$ cat src/rtl/pcci_pkg.sv
// package: register map, field layout and carrier types for the socket interrupt event block
package pcci_pkg;
  // register offsets on the register port
  localparam logic [11:0] ADDR_LEG_FLAGS = 12'h004;
  localparam logic [11:0] ADDR_LEG_MASK = 12'h005;
  localparam logic [11:0] ADDR_GLB_CTL = 12'h01e;
  localparam logic [11:0] ADDR_FUNC = 12'h091;
  localparam logic [11:0] ADDR_SOCK_EVT = 12'h100;
  localparam logic [11:0] ADDR_SOCK_MASK = 12'h104;
  localparam logic [11:0] ADDR_ROUTE = 12'h108;
  // reset values
  localparam logic [3:0] RST_FLAGS = 4'h0;
  localparam logic [7:0] RST_LEG_MASK = 8'h00;
  localparam logic [7:0] RST_GLB_CTL = 8'h00;
  localparam logic [3:0] RST_SOCK_MASK = 4'h0;
  localparam logic [8:0] RST_ROUTE = 9'h1ff;
  // field positions
  localparam int FLAG_BIT_ZERO = 0;
  localparam int FLAG_BIT_ONE = 1;
  localparam int FLAG_BIT_TWO = 2;
  localparam int FLAG_BIT_PWR = 3;
  localparam int GLB_FLAG_CLEAR_SEL = 2;
  localparam int FUNC_FLAG_BIT = 0;
  // pin numbering
  localparam int NUM_PINS = 7;
  localparam logic [2:0] PIN_NONE = 3'h7;
  localparam logic [2:0] PIN_SERIAL = 3'h6;
  // card kinds seen at the socket
  typedef enum logic [1:0] {
    PCCI_KIND_NONE = 2'h0,
    PCCI_KIND_MEM16 = 2'h1,
    PCCI_KIND_IO16 = 2'h2,
    PCCI_KIND_WIDE = 2'h3
  } pcci_kind_t;
  // socket pins, active high after the pad buffers
  typedef struct packed {
    logic battery_detect_one;
    logic battery_detect_two;
    logic card_ready;
    logic card_status_change_line;
    logic io_card_irq_request;
    logic wide_card_status_change;
    logic wide_card_interrupt;
    logic card_detect_one;
    logic card_detect_two;
  } pcci_sock_t;
  // routing register layout, high bits first
  typedef struct packed {
    logic serial_en;
    logic func_isa;
    logic [2:0] func_pin;
    logic csc_isa;
    logic [2:0] csc_pin;
  } pcci_route_t;
endpackage

$ cat src/rtl/pcci_edge.sv
// module: registered edge and rise detector over a vector of socket pins
`timescale 1ns/1ns
module pcci_edge
  import pcci_pkg::*;
#(
  parameter int W = 9
) (
  // clock and reset
  input wire logic clock,
  input wire logic rst,
  // sampled pins
  input wire logic [W-1:0] pins,
  // one-cycle results
  output logic [W-1:0] any_edge,
  output logic [W-1:0] rise
);
  logic [W-1:0] prev_r; // last sample
  logic [W-1:0] prev_nxt;
  logic primed_r; // blocks a false edge on the first sample after reset
  logic primed_nxt;

  // next sample state
  always_comb begin
    prev_nxt = pins;
    primed_nxt = 1'b1;
  end

  // register samples
  always_ff @(posedge clock or posedge rst) begin
    if (rst) begin
      prev_r <= '0;
      primed_r <= 1'b0;
    end else begin
      prev_r <= prev_nxt;
      primed_r <= primed_nxt;
    end
  end

  // edges only once a real previous sample exists
  assign any_edge = primed_r ? (pins ^ prev_r) : '0;
  assign rise = primed_r ? (pins & ~prev_r) : '0;
endmodule

$ cat src/rtl/pcci_route.sv
// module: steers status-change and functional requests onto the multifunction pins
`timescale 1ns/1ns
module pcci_route
  import pcci_pkg::*;
(
  // requests
  input wire logic csc_req,
  input wire logic func_req,
  // routing setup
  input wire pcci_route_t route,
  // pin drive
  output logic [NUM_PINS-1:0] pin_out,
  output logic [NUM_PINS-1:0] pin_oe
);
  logic [2:0] csc_sel; // effective pin per class
  logic [2:0] func_sel;

  // pick pins and drive style per class
  always_comb begin
    pin_out = {NUM_PINS{1'b1}};
    pin_oe = '0;
    // isa-style requests leave on the serialized line when it is enabled
    csc_sel = (route.serial_en && route.csc_isa) ? PIN_SERIAL : route.csc_pin;
    func_sel = (route.serial_en && route.func_isa) ? PIN_SERIAL : route.func_pin;
    for (int i = 0; i < NUM_PINS; i++) begin
      // open-drain bus interrupt: pull low only while requested
      if (csc_sel == i[2:0] && !route.csc_isa && csc_req) begin
        pin_out[i] = 1'b0;
        pin_oe[i] = 1'b1;
      end
      if (func_sel == i[2:0] && !route.func_isa && func_req) begin
        pin_out[i] = 1'b0;
        pin_oe[i] = 1'b1;
      end
    end
    // isa-style level lines: driven all the time, high while requested
    for (int i = 0; i < NUM_PINS; i++) begin
      if ((csc_sel == i[2:0] && route.csc_isa) || (func_sel == i[2:0] && route.func_isa)) begin
        pin_oe[i] = 1'b1;
        pin_out[i] = (csc_sel == i[2:0] && route.csc_isa && csc_req) ||
                     (func_sel == i[2:0] && route.func_isa && func_req);
      end
    end
  end
endmodule

$ cat src/rtl/pcci_events.sv
// module: per-socket interrupt event flags, masks, clearing and pin routing
//
// Behaviour
// - memory card battery-line transitions set flags 1,0
// - memory card ready transitions set flag 2
// - io card status-change assertion sets flag 0
// - io card irq passes unmasked, flags byte
// - wide card status-change sets socket event 0
// - wide card interrupt passes unmasked, flags byte
// - card-detect transitions set socket events 2,1
// - power-up complete sets bit 3 flag
// - no functional interrupts for memory cards
// - all sources flagged; change events maskable
// - software routes both classes to separate outputs
// - legacy flags clear on read or write-one
// - socket event flags clear on write-one
// - all signalling only on seven multifunction pins
// - parallel bus, parallel isa, serialized line
`timescale 1ns/1ns
module pcci_events
  import pcci_pkg::*;
(
  // clock and reset
  input wire logic clock,
  input wire logic rst,
  // register port
  input wire logic [11:0] reg_addr,
  input wire logic reg_wr,
  input wire logic reg_rd,
  input wire logic [31:0] reg_wdata,
  output logic [31:0] reg_rdata,
  output logic reg_rvalid,
  // socket side
  input wire pcci_sock_t sock,
  input wire pcci_kind_t card_kind,
  input wire logic power_up_done,
  // multifunction pins
  output logic [NUM_PINS-1:0] multifunction_pins_out,
  output logic [NUM_PINS-1:0] multifunction_pins_oe
);
  // every sticky flag and mask is a plain register next to its next value; the
  // legacy byte keeps only bits 3:0 as flags because no other source exists here
  // the legacy mask keeps its full byte so software reads back what it wrote
  // register state
  logic [3:0] leg_flags_r, leg_flags_nxt; // legacy status-change flags
  logic [7:0] leg_mask_r, leg_mask_nxt; // legacy mask byte
  logic [7:0] glb_ctl_r, glb_ctl_nxt; // legacy global control byte
  logic func_flag_r, func_flag_nxt; // functional request flag
  logic [3:0] sock_evt_r, sock_evt_nxt; // wide-card socket events
  logic [3:0] sock_mask_r, sock_mask_nxt; // wide-card socket mask
  pcci_route_t route_r, route_nxt; // routing setup
  // read answer and pin drive
  logic [31:0] rdata_r, rdata_nxt;
  logic rvalid_r, rvalid_nxt;
  logic [NUM_PINS-1:0] pin_out_r, pin_oe_r;
  logic [NUM_PINS-1:0] pin_out_w, pin_oe_w;

  // event detection
  logic [8:0] edge_any_w, edge_rise_w;
  pcci_sock_t chg, ris; // transitions and assertions per pin
  logic is_mem, is_io, is_wide;
  logic [3:0] leg_set, leg_clr, sock_set, sock_clr;
  logic func_set, func_clr, func_lvl;
  logic flag_clear_select; // 1: write-one clears, 0: read clears
  logic csc_req, func_req;

  // one detector covers all nine socket pins; its first sample after reset is
  // ignored so a card already seated at power-on does not look like an insertion
  // the pins are taken as synchronous, so no extra stage sits in front of it
  pcci_edge #(
    .W(9)
  ) u_edge (
    .clock(clock),
    .rst(rst),
    .pins(sock),
    .any_edge(edge_any_w),
    .rise(edge_rise_w)
  );

  // view the detector outputs with the socket field names again
  assign chg = pcci_sock_t'(edge_any_w);
  assign ris = pcci_sock_t'(edge_rise_w);
  // card kind decides what each shared pin means
  assign is_mem = (card_kind == PCCI_KIND_MEM16);
  assign is_io = (card_kind == PCCI_KIND_IO16);
  assign is_wide = (card_kind == PCCI_KIND_WIDE);
  assign flag_clear_select = glb_ctl_r[GLB_FLAG_CLEAR_SEL];

  // the socket pins are shared between card kinds: the battery line of a memory
  // card is the status-change line of an io card and of a wide card, and the
  // ready line doubles as the interrupt request; gating on the card kind keeps
  // one pin from feeding two flags at once
  // battery and ready count any transition, status change and irq only assertion
  // event sources; apart from the card-detect pins, each pin means something different per card kind
  always_comb begin
    leg_set = '0;
    sock_set = '0;
    leg_set[FLAG_BIT_ZERO] = (is_mem && chg.battery_detect_one) ||
                             (is_io && ris.card_status_change_line);
    leg_set[FLAG_BIT_ONE] = is_mem && chg.battery_detect_two;
    leg_set[FLAG_BIT_TWO] = is_mem && chg.card_ready;
    leg_set[FLAG_BIT_PWR] = power_up_done && (is_mem || is_io);
    sock_set[FLAG_BIT_ZERO] = is_wide && ris.wide_card_status_change;
    // insertion and removal do not depend on the card kind
    sock_set[FLAG_BIT_ONE] = chg.card_detect_one;
    sock_set[FLAG_BIT_TWO] = chg.card_detect_two;
    sock_set[FLAG_BIT_PWR] = power_up_done && is_wide;
    // memory cards have no functional request at all
    func_set = (is_io && ris.io_card_irq_request) || (is_wide && ris.wide_card_interrupt);
    func_lvl = (is_io && sock.io_card_irq_request) || (is_wide && sock.wide_card_interrupt);
  end

  // flag clearing follows the global clear-select bit: reads clear in the
  // default mode, writes of one clear in the other; the two never both act, so
  // software that mixes the styles only loses the method it did not select
  // socket events and the functional flag clear on a written one only
  // clear terms from the register port
  always_comb begin
    leg_clr = '0;
    sock_clr = '0;
    func_clr = 1'b0;
    if (reg_rd && reg_addr == ADDR_LEG_FLAGS && !flag_clear_select) begin
      leg_clr = 4'hf;
    end
    if (reg_wr && reg_addr == ADDR_LEG_FLAGS && flag_clear_select) begin
      leg_clr = reg_wdata[3:0];
    end
    if (reg_wr && reg_addr == ADDR_SOCK_EVT) begin
      sock_clr = reg_wdata[3:0];
    end
    if (reg_wr && reg_addr == ADDR_FUNC) begin
      func_clr = reg_wdata[FUNC_FLAG_BIT];
    end
  end

  // an event that lands in the same cycle as its clear must not be lost, so the
  // set term is ored in after the clear mask is applied
  // writes to the control registers take effect on the next edge
  // unmapped writes fall through the default branch and change nothing
  // next register values; a set in the clearing cycle survives
  always_comb begin
    leg_flags_nxt = (leg_flags_r & ~leg_clr) | leg_set;
    sock_evt_nxt = (sock_evt_r & ~sock_clr) | sock_set;
    func_flag_nxt = (func_flag_r & ~func_clr) | func_set;
    leg_mask_nxt = leg_mask_r;
    glb_ctl_nxt = glb_ctl_r;
    sock_mask_nxt = sock_mask_r;
    route_nxt = route_r;
    if (reg_wr) begin
      case (reg_addr)
        ADDR_LEG_MASK: leg_mask_nxt = reg_wdata[7:0];
        ADDR_GLB_CTL: glb_ctl_nxt = reg_wdata[7:0];
        ADDR_SOCK_MASK: sock_mask_nxt = reg_wdata[3:0];
        ADDR_ROUTE: route_nxt = pcci_route_t'(reg_wdata[8:0]);
        default: ;
      endcase
    end
  end

  // read data is registered so the answer always follows the strobe by exactly
  // one cycle; between reads it holds, which keeps the bus quiet
  // upper bits of narrow registers read as zero
  // read mux; the value returned is the one before any clear-on-read
  always_comb begin
    rvalid_nxt = reg_rd;
    rdata_nxt = rdata_r;
    if (reg_rd) begin
      case (reg_addr)
        ADDR_LEG_FLAGS: rdata_nxt = {28'h0, leg_flags_r};
        ADDR_LEG_MASK: rdata_nxt = {24'h0, leg_mask_r};
        ADDR_GLB_CTL: rdata_nxt = {24'h0, glb_ctl_r};
        ADDR_FUNC: rdata_nxt = {31'h0, func_flag_r};
        ADDR_SOCK_EVT: rdata_nxt = {28'h0, sock_evt_r};
        ADDR_SOCK_MASK: rdata_nxt = {28'h0, sock_mask_r};
        ADDR_ROUTE: rdata_nxt = {23'h0, route_r};
        default: rdata_nxt = 32'h0; // unmapped reads as zero
      endcase
    end
  end

  // a status-change request stands while any flag that its mask enables is
  // still set, so the output drops only after software has cleared or masked them all
  // the functional request also follows the live irq level, so a card that keeps
  // its line asserted after the flag was cleared is still seen
  // request classes; functional needs no mask, the card only asserts it once powered
  assign csc_req = |(leg_flags_r & leg_mask_r[3:0]) || |(sock_evt_r & sock_mask_r);
  assign func_req = func_flag_r || func_lvl;

  // the router works on the registered flags, the live irq level and the registered routing, and its outputs are
  // registered once more so every pin leaves straight from a flip-flop; the cost
  // is one extra cycle of latency from flag to pin
  // routing both classes to one pin is allowed; with the same drive style it merges them, with mixed styles the isa-style class alone sets that pin
  pcci_route u_route (
    .csc_req(csc_req),
    .func_req(func_req),
    .route(route_r),
    .pin_out(pin_out_w),
    .pin_oe(pin_oe_w)
  );

  // single clocked process for all state; reset puts the pins into release,
  // except that the routing reset sends both classes to the serialized line,
  // which the router then drives at its idle level
  // only constants are loaded in the reset branch
  // register everything
  always_ff @(posedge clock or posedge rst) begin
    if (rst) begin
      leg_flags_r <= RST_FLAGS;
      leg_mask_r <= RST_LEG_MASK;
      glb_ctl_r <= RST_GLB_CTL; // clear-on-read after reset
      func_flag_r <= 1'b0;
      sock_evt_r <= RST_FLAGS;
      sock_mask_r <= RST_SOCK_MASK;
      route_r <= pcci_route_t'(RST_ROUTE);
      rdata_r <= 32'h0;
      rvalid_r <= 1'b0;
      pin_out_r <= {NUM_PINS{1'b1}};
      pin_oe_r <= '0;
    end else begin
      leg_flags_r <= leg_flags_nxt;
      leg_mask_r <= leg_mask_nxt;
      glb_ctl_r <= glb_ctl_nxt;
      func_flag_r <= func_flag_nxt;
      sock_evt_r <= sock_evt_nxt;
      sock_mask_r <= sock_mask_nxt;
      route_r <= route_nxt;
      rdata_r <= rdata_nxt;
      rvalid_r <= rvalid_nxt;
      pin_out_r <= pin_out_w;
      pin_oe_r <= pin_oe_w;
    end
  end

  assign reg_rdata = rdata_r;
  assign reg_rvalid = rvalid_r;
  assign multifunction_pins_out = pin_out_r;
  assign multifunction_pins_oe = pin_oe_r;
endmodule

$ cat config.mk
export PLATFORM = sky130hd
export DESIGN_NAME = pcci_events
export DESIGN_NICKNAME = d
export VERILOG_FILES = /design/src/rtl/pcci_pkg.sv /design/src/rtl/pcci_edge.sv /design/src/rtl/pcci_route.sv /design/src/rtl/pcci_events.sv
export SDC_FILE = /design/constraint.sdc
export NUM_CORES = 1
export LEC_CHECK = 0
export ABC_AREA = 0
export BUFFER_PORTS_ARGS = -buffer_cell sky130_fd_sc_hd__buf_2
export CAP_MARGIN = 20
export CORE_AREA = 2 2 124 126
export DETAILED_ROUTE_END_ITERATION = 16
export DIE_AREA = 0 0 126 128
export GPL_ROUTABILITY_DRIVEN = 1
export PLACE_DENSITY = 0.47
export SYNTH_ARGS = -nofsm -noshare
export SYNTH_HDL_FRONTEND = slang
export SYNTH_SLANG_ARGS = --single-unit
$ cat constraint.sdc
create_clock -name clock -period 2.22 [get_ports clock]
set_clock_uncertainty 0.05 [all_clocks]
set_input_delay 0.111 -clock clock [delete_from_list [all_inputs] [get_ports clock]]
set_output_delay 0.111 -clock clock [all_outputs]
set_load 0.05 [all_outputs]
* Word-level counts from Yosys, hierarchy flattened
Cells that the tools add are included.
Storage, ports and cells: bits of input ports 60, flip-flop bits (word level) 95, output and inout port bits 47
Operators by class: reductions and logical operators 106, equality and inequality tests 22, muxes and demuxes 51, bitwise operators 14
Operator list (count):
- logical AND 1 bit | 75
- case mux 9 bit (7 select lines) | 1
- two-way mux 1 bit | 43
- == test 12 x 9 -> 1 bit (second input constant) | 3
- == test 12 x 3 -> 1 bit (second input constant) | 2
- logical OR 1 bit | 20
- == test 3 bit (second input constant) | 6
- AND 4 bit | 4
- == test 12 x 5 -> 1 bit (second input constant) | 1
- == test 12 x 8 -> 1 bit (second input constant) | 1
- == test 3 x 2 -> 1 bit (second input constant) | 4
- two-way mux 4 bit | 3
- two-way mux 9 bit | 1
- bitwise XOR 9 bit | 1
- inverter 4 bit | 2
- bitwise OR 4 bit | 2
- AND reduction 2 bit | 4
- OR reduction 4 bit | 2
- AND 6 bit | 1
- == test 3 x 1 -> 1 bit (second input constant) | 2
- zero test 3 bit | 2
- two-way mux 3 bit | 2
- two-way mux 6 bit | 1
- inverter 6 bit | 1
- other kinds (6) | 9

* Depth between registers and ports, before layout
depth in word-level cells 8, depth in mapped cells 7, gate-level depth less buffers 7

* Modules after synthesis
From an unflattened synthesis, not the netlist that was laid out.
Second synthesis, totals: cell total of the unflattened synthesis 359, area total of the unflattened synthesis 3962.6 µm²
Modules (own cells, without submodules):
- pcci_events | area an instance 2991.6 µm², cells an instance 237, sequential area each 1571.5 µm², instances 1
- pcci_edge | area an instance 525.5 µm², cells an instance 49, sequential area each 250.2 µm², instances 1
- pcci_route | area an instance 445.4 µm², cells an instance 73, sequential area each 0.0 µm², instances 1

* Worst setup path before layout
Ideal clock, no wire load.
path kind register to register, start point register leg_flags_r[2], end point register pin_out_r[2] (netlist: multifunction_pins_out[2]), arrival 1639 ps, required time 2088 ps, clock period less this slack 1771 ps, library setup time 82 ps, slack 449 ps, cell stages (with the launch flop) 6, path through dfrtp_1 > a22o_1 > or4_1 > o21bai_1 > nor2_1 > a22oi_1
On the way: longest elaborated chain between the ends 7, elaborated cells between the ends (all ways) 9
RTL lines:
- start: declaration | line pcci_events.sv:45 | logic [3:0] leg_flags_r, leg_flags_nxt;
- start signal: assignment | line pcci_events.sv:220 | leg_flags_r <= leg_flags_nxt;
- AND 4 bit (*) | line pcci_events.sv:186 | assign csc_req = |(leg_flags_r & leg_mask_r[3:0]) || |(sock_evt_r & sock_mask_r);
- OR reduction 4 bit (*) | line pcci_events.sv:186
- logical OR 1 bit (*) | line pcci_events.sv:186
- logical AND 1 bit | line pcci_route.sv:27 | if (csc_sel == i[2:0] && !route.csc_isa && csc_req) begin
- two-way mux 1 bit | line pcci_route.sv:27
- two-way mux 1 bit | line pcci_route.sv:31 | if (func_sel == i[2:0] && !route.func_isa && func_req) begin
- two-way mux 1 bit (*) | line pcci_route.sv:38 | if ((csc_sel == i[2:0] && route.csc_isa) || (func_sel == i[2:0] && route.func_isa)) begin
- via pin_out_w[2] | line pcci_events.sv:56 | logic [NUM_PINS-1:0] pin_out_w, pin_oe_w;
- end signal: assignment | line pcci_events.sv:217 | pin_out_r <= {NUM_PINS{1'b1}};
- end signal: assignment | line pcci_events.sv:229 | pin_out_r <= pin_out_w;
- end: declaration | line pcci_events.sv:55 | logic [NUM_PINS-1:0] pin_out_r, pin_oe_r;
The timed path passes the listed nets; every way through them passes the cells marked *. A chain may end at the register's enable or synchronous reset.

* Worst setup path in the final report
start point register sock_evt_r[1], end point register pin_out_r[3] (netlist: multifunction_pins_out[3])
On the way: longest elaborated chain between the ends 7, elaborated cells between the ends (all ways) 9
RTL lines:
- start: declaration | line pcci_events.sv:49 | logic [3:0] sock_evt_r, sock_evt_nxt;
- start signal: assignment | line pcci_events.sv:224 | sock_evt_r <= sock_evt_nxt;
- AND 4 bit (*) | line pcci_events.sv:186
- OR reduction 4 bit (*) | line pcci_events.sv:186
- logical OR 1 bit (*) | line pcci_events.sv:186
- logical AND 1 bit | line pcci_route.sv:27
- two-way mux 1 bit | line pcci_route.sv:27
- two-way mux 1 bit | line pcci_route.sv:31
- two-way mux 1 bit (*) | line pcci_route.sv:38
- via pin_out_w[3] | line pcci_events.sv:56
Marks and branches as above.

==> flow_summary.json <==
{
  "drt-initial-drc-count": 164,
  "crit_arrival_ps": 2270,
  "die_h_um": 128,
  "finalCritPeriodShare": 0.933,
  "worst_pin_slew_ps": 666,
  "cts_buffers": 9,
  "synth_compound_area_frac": 0.148,
  "fmax_mhz": 483,
  "ys_top_cells_by_area": "dfrtp_1 (39%), dfstp_2 (12%), mux2_2 (9.3%), buf_4 (5.0%), a22o_1 (3.6%)",
  "rsz0062_at_grt": "no",
  "drive_gt1_frac": 0.349,
  "via_per_inst": 4.60,
  "nets": 476,
  "wl_per_cell_um": 15.6,
  "synthCells": 321,
  "place_congestion": 0.848,
  "grt_max_degree": 32,
  "drc": 0,
  "final-seq-area_um2": 1820,
  "pwr-share-comb": 0.096,
  "cts_htree_levels": 3,
  "multi_input_area_um2": 1630,
  "drt_pass1_iterations": 4,
  "yosys-mux-area-fraction": 0.113,
  "diodes": 0,
  "synth_edf_count": 0,
  "clk_latency_ps": 340,
  "p_leak_uw": 0.00212,
  "grt_first_pass_wirelength_um": 15600,
  "clkPwrFrac": 0.484,
  "status": "finished, final reports clean",
  "startpoint_type": "flop",
  "required_ps": 2420,
  "synth-seq-cells": 72,
  "grt_pass1_vias": 2973,
  "ys_types": 56,
  "io_pins": 107,
  "synthArstFlopShare": 1.00,
  "yosysTopAreaCell": "dfrtp_1",
  "syn-cell-area_um2": 3620,
  "cts_tree": "done",
  "wl_um": 9450,
  "synth_top_family_by_area": "compound AO/OA/AOI/OAI gates",
  "area.growth.synth_to_final_pct": 27.5,
  "cts_max_path_buffers": 2,
  "p_sw_uw": 778,
  "slew_violations": 0,
  "relSlewSlack": 0.544,
  "dieArea_um2": 16100,
  "drtAntennaViolNets": 0,
  "intPower_uw": 2450,
  "cts_setup_buffers": 0,
  "start_util": 0.244,
  "synth_ff_type": "dfrtp_1",
  "synth-simple-area-share": 0.141,
  "synth_xor_area_frac": 0.0121,
  "overflow": 0,
  "synth.avg_cell_area_um2": 11.3,
  "endpoint_kind": "flop",
  "min_period_ps": 2070,
  "rows": 45,
  "switching_share": 0.241,
  "finalSetupViolations": 0,
  "clkTransAtPathRegs_ps": 60,
  "track_usage": 0.125,
  "dp_hpwl_um": 7040,
  "core_area_um2": 14900,
  "numPortBuffers": 60,
  "peakVddDrop_mv": 0.913,
  "setup_tns_ps": 0,
  "cts-root-buf": "clkbuf_16",
  "finalHoldViolCount": 0,
  "synth_sequential_area_ratio": 0.503,
  "fp.dieW_um": 126,
  "synth_top_cell_area_share": 0.387,
  "fin_util": 0.311,
  "hp-class": "input port to flop",
  "cts_sinks": 72,
  "drv_cap": 0,
  "final_common_cell": "buf_2",
  "power.density_nw_per_um2": 698,
  "critPathKind": "flop to flop",
  "path_max_fanout": 5,
  "yosys_warnings": 0,
  "num_vias": 2785,
  "synth-adder-area-share": 0.0104,
  "fillers": 1550,
  "seqPwrFrac": 0.420,
  "antenna_found_initial": 0,
  "final_cell_mix": "buf_2 (60), dfrtp_1 (56), mux2_2 (30), nand2_1 (24), conb_1 (24)"
}
## kinds of logic (layout without fill, tap and decap cells)
| group | Yosys count | after routing |
|---|---|---|
| muxes | 37 | 37 |
| adders and majority gates | 3 | 3 |
| DFF | 72 | 72 |
| other | 2 | 24 |
| AOI/OAI and AO/OA | 70 | 70 |
| xor gates and xnor gates | 5 | 5 |
| buffers and inverters | 43 | 118 |
| and+or+nand+nor | 89 | 89 |
## worst max-delay path, stage by stage, from the launching register on
cell and delay, ps:
dfrtp_1 410, a22o_1 260, or4_1 570, o21bai_1 380, nor2_1 130, a22oi_1 190
## repair_timing
action / 4_1_cts / 5_1_grt
gates resized for setup: 0 / 0
endpoints found under the hold margin: 37 / 0
hold buffers: 17 / 0
## Yosys cell counts (4+ instances only)
master,count
nor2_1,13
o21ai_0,4
dfstp_2,16
nor2b_1,5
inv_1,13
and2_1,4
mux2_2,30
nand2_1,24
nand3_1,7
o31ai_1,4
dfrtp_1,56
o2bb2ai_1,7
nor3b_1,5
mux2i_1,7
o22ai_1,9
buf_4,24
a21oi_1,5
nor3_1,9
a31oi_1,6
a22o_1,15
## per-stage QoR
| step | hold slack (ps) | cell area [um^2] | setup WS (ps) | std cells | power [uW] |
|---|---|---|---|---|---|
| 2_1_floorplan | 92.4 | 3700 | 261 | 343 | 1600 |
| 3_3_place_gp | 124 | 4130 | 230 | 573 | 1660 |
| 3_5_place_dp | 133 | 4130 | 187 | 573 | 1660 |
| 4_1_cts | 48.7 | 4620 | 176 | 606 | 3260 |
| 5_1_grt | 56.0 | 4620 | 25.2 | 606 | 3350 |
| 6_report | 65.7 | 4620 | 149 | 606 | 3220 |
## power groups by stage
stage          clock network [uW]  logic, uW  registers, uW
2_1_floorplan                   0        210           1390
3_3_place_gp                    0        283           1380
3_5_place_dp                    0        287           1380
4_1_cts                      1600        311           1360
5_1_grt                      1660        336           1360
6_report                     1560        309           1350
## worst paths after layout
kind	slack (ps)	startpoint	cells after the start	endpoint
min reg2reg	440	reg_rdata[1]	1	reg_rdata[1]
min in group asynchronous	320	rst	3	multifunction_pins_oe[4]
min	70	reg_wdata[3]	2	sock_mask_r[3]
max reg2reg	150	sock_evt_r[1]	5	multifunction_pins_out[3]
max in group asynchronous	1110	rst	4	u_edge.prev_r[1]
max	150	sock_evt_r[1]	5	multifunction_pins_out[3]
## registers in the layout (all words and copies together), names as in the netlist
name	cells
u_edge.primed_r	1
leg_mask_r	8
multifunction_pins_oe	7
leg_flags_r	4
u_edge.prev_r	9
multifunction_pins_out	7
reg_rdata	9
sock_mask_r	4
route_r	9
sock_evt_r	4
glb_ctl_r	8
func_flag_r	1
reg_rvalid	1
## area by class of cell
type	count	area share
inverter	14	0.0114
sequential	72	0.395
clock inverter	3	0.0141
multi-input combinational	228	0.352
tap	188	0.0509
clock buffer	13	0.0542
timing repair buffer	88	0.122
## layer usage
| metal | wire length [um] | track usage |
|---|---|---|
| met5 | 0 | 0 |
| met4 | 106 | 0.0343 |
| met2 | 4670 | 0.211 |
| met1 | 4180 | 0.151 |
| met3 | 495 | 0.0434 |
Power figures use the tool's default switching activity.
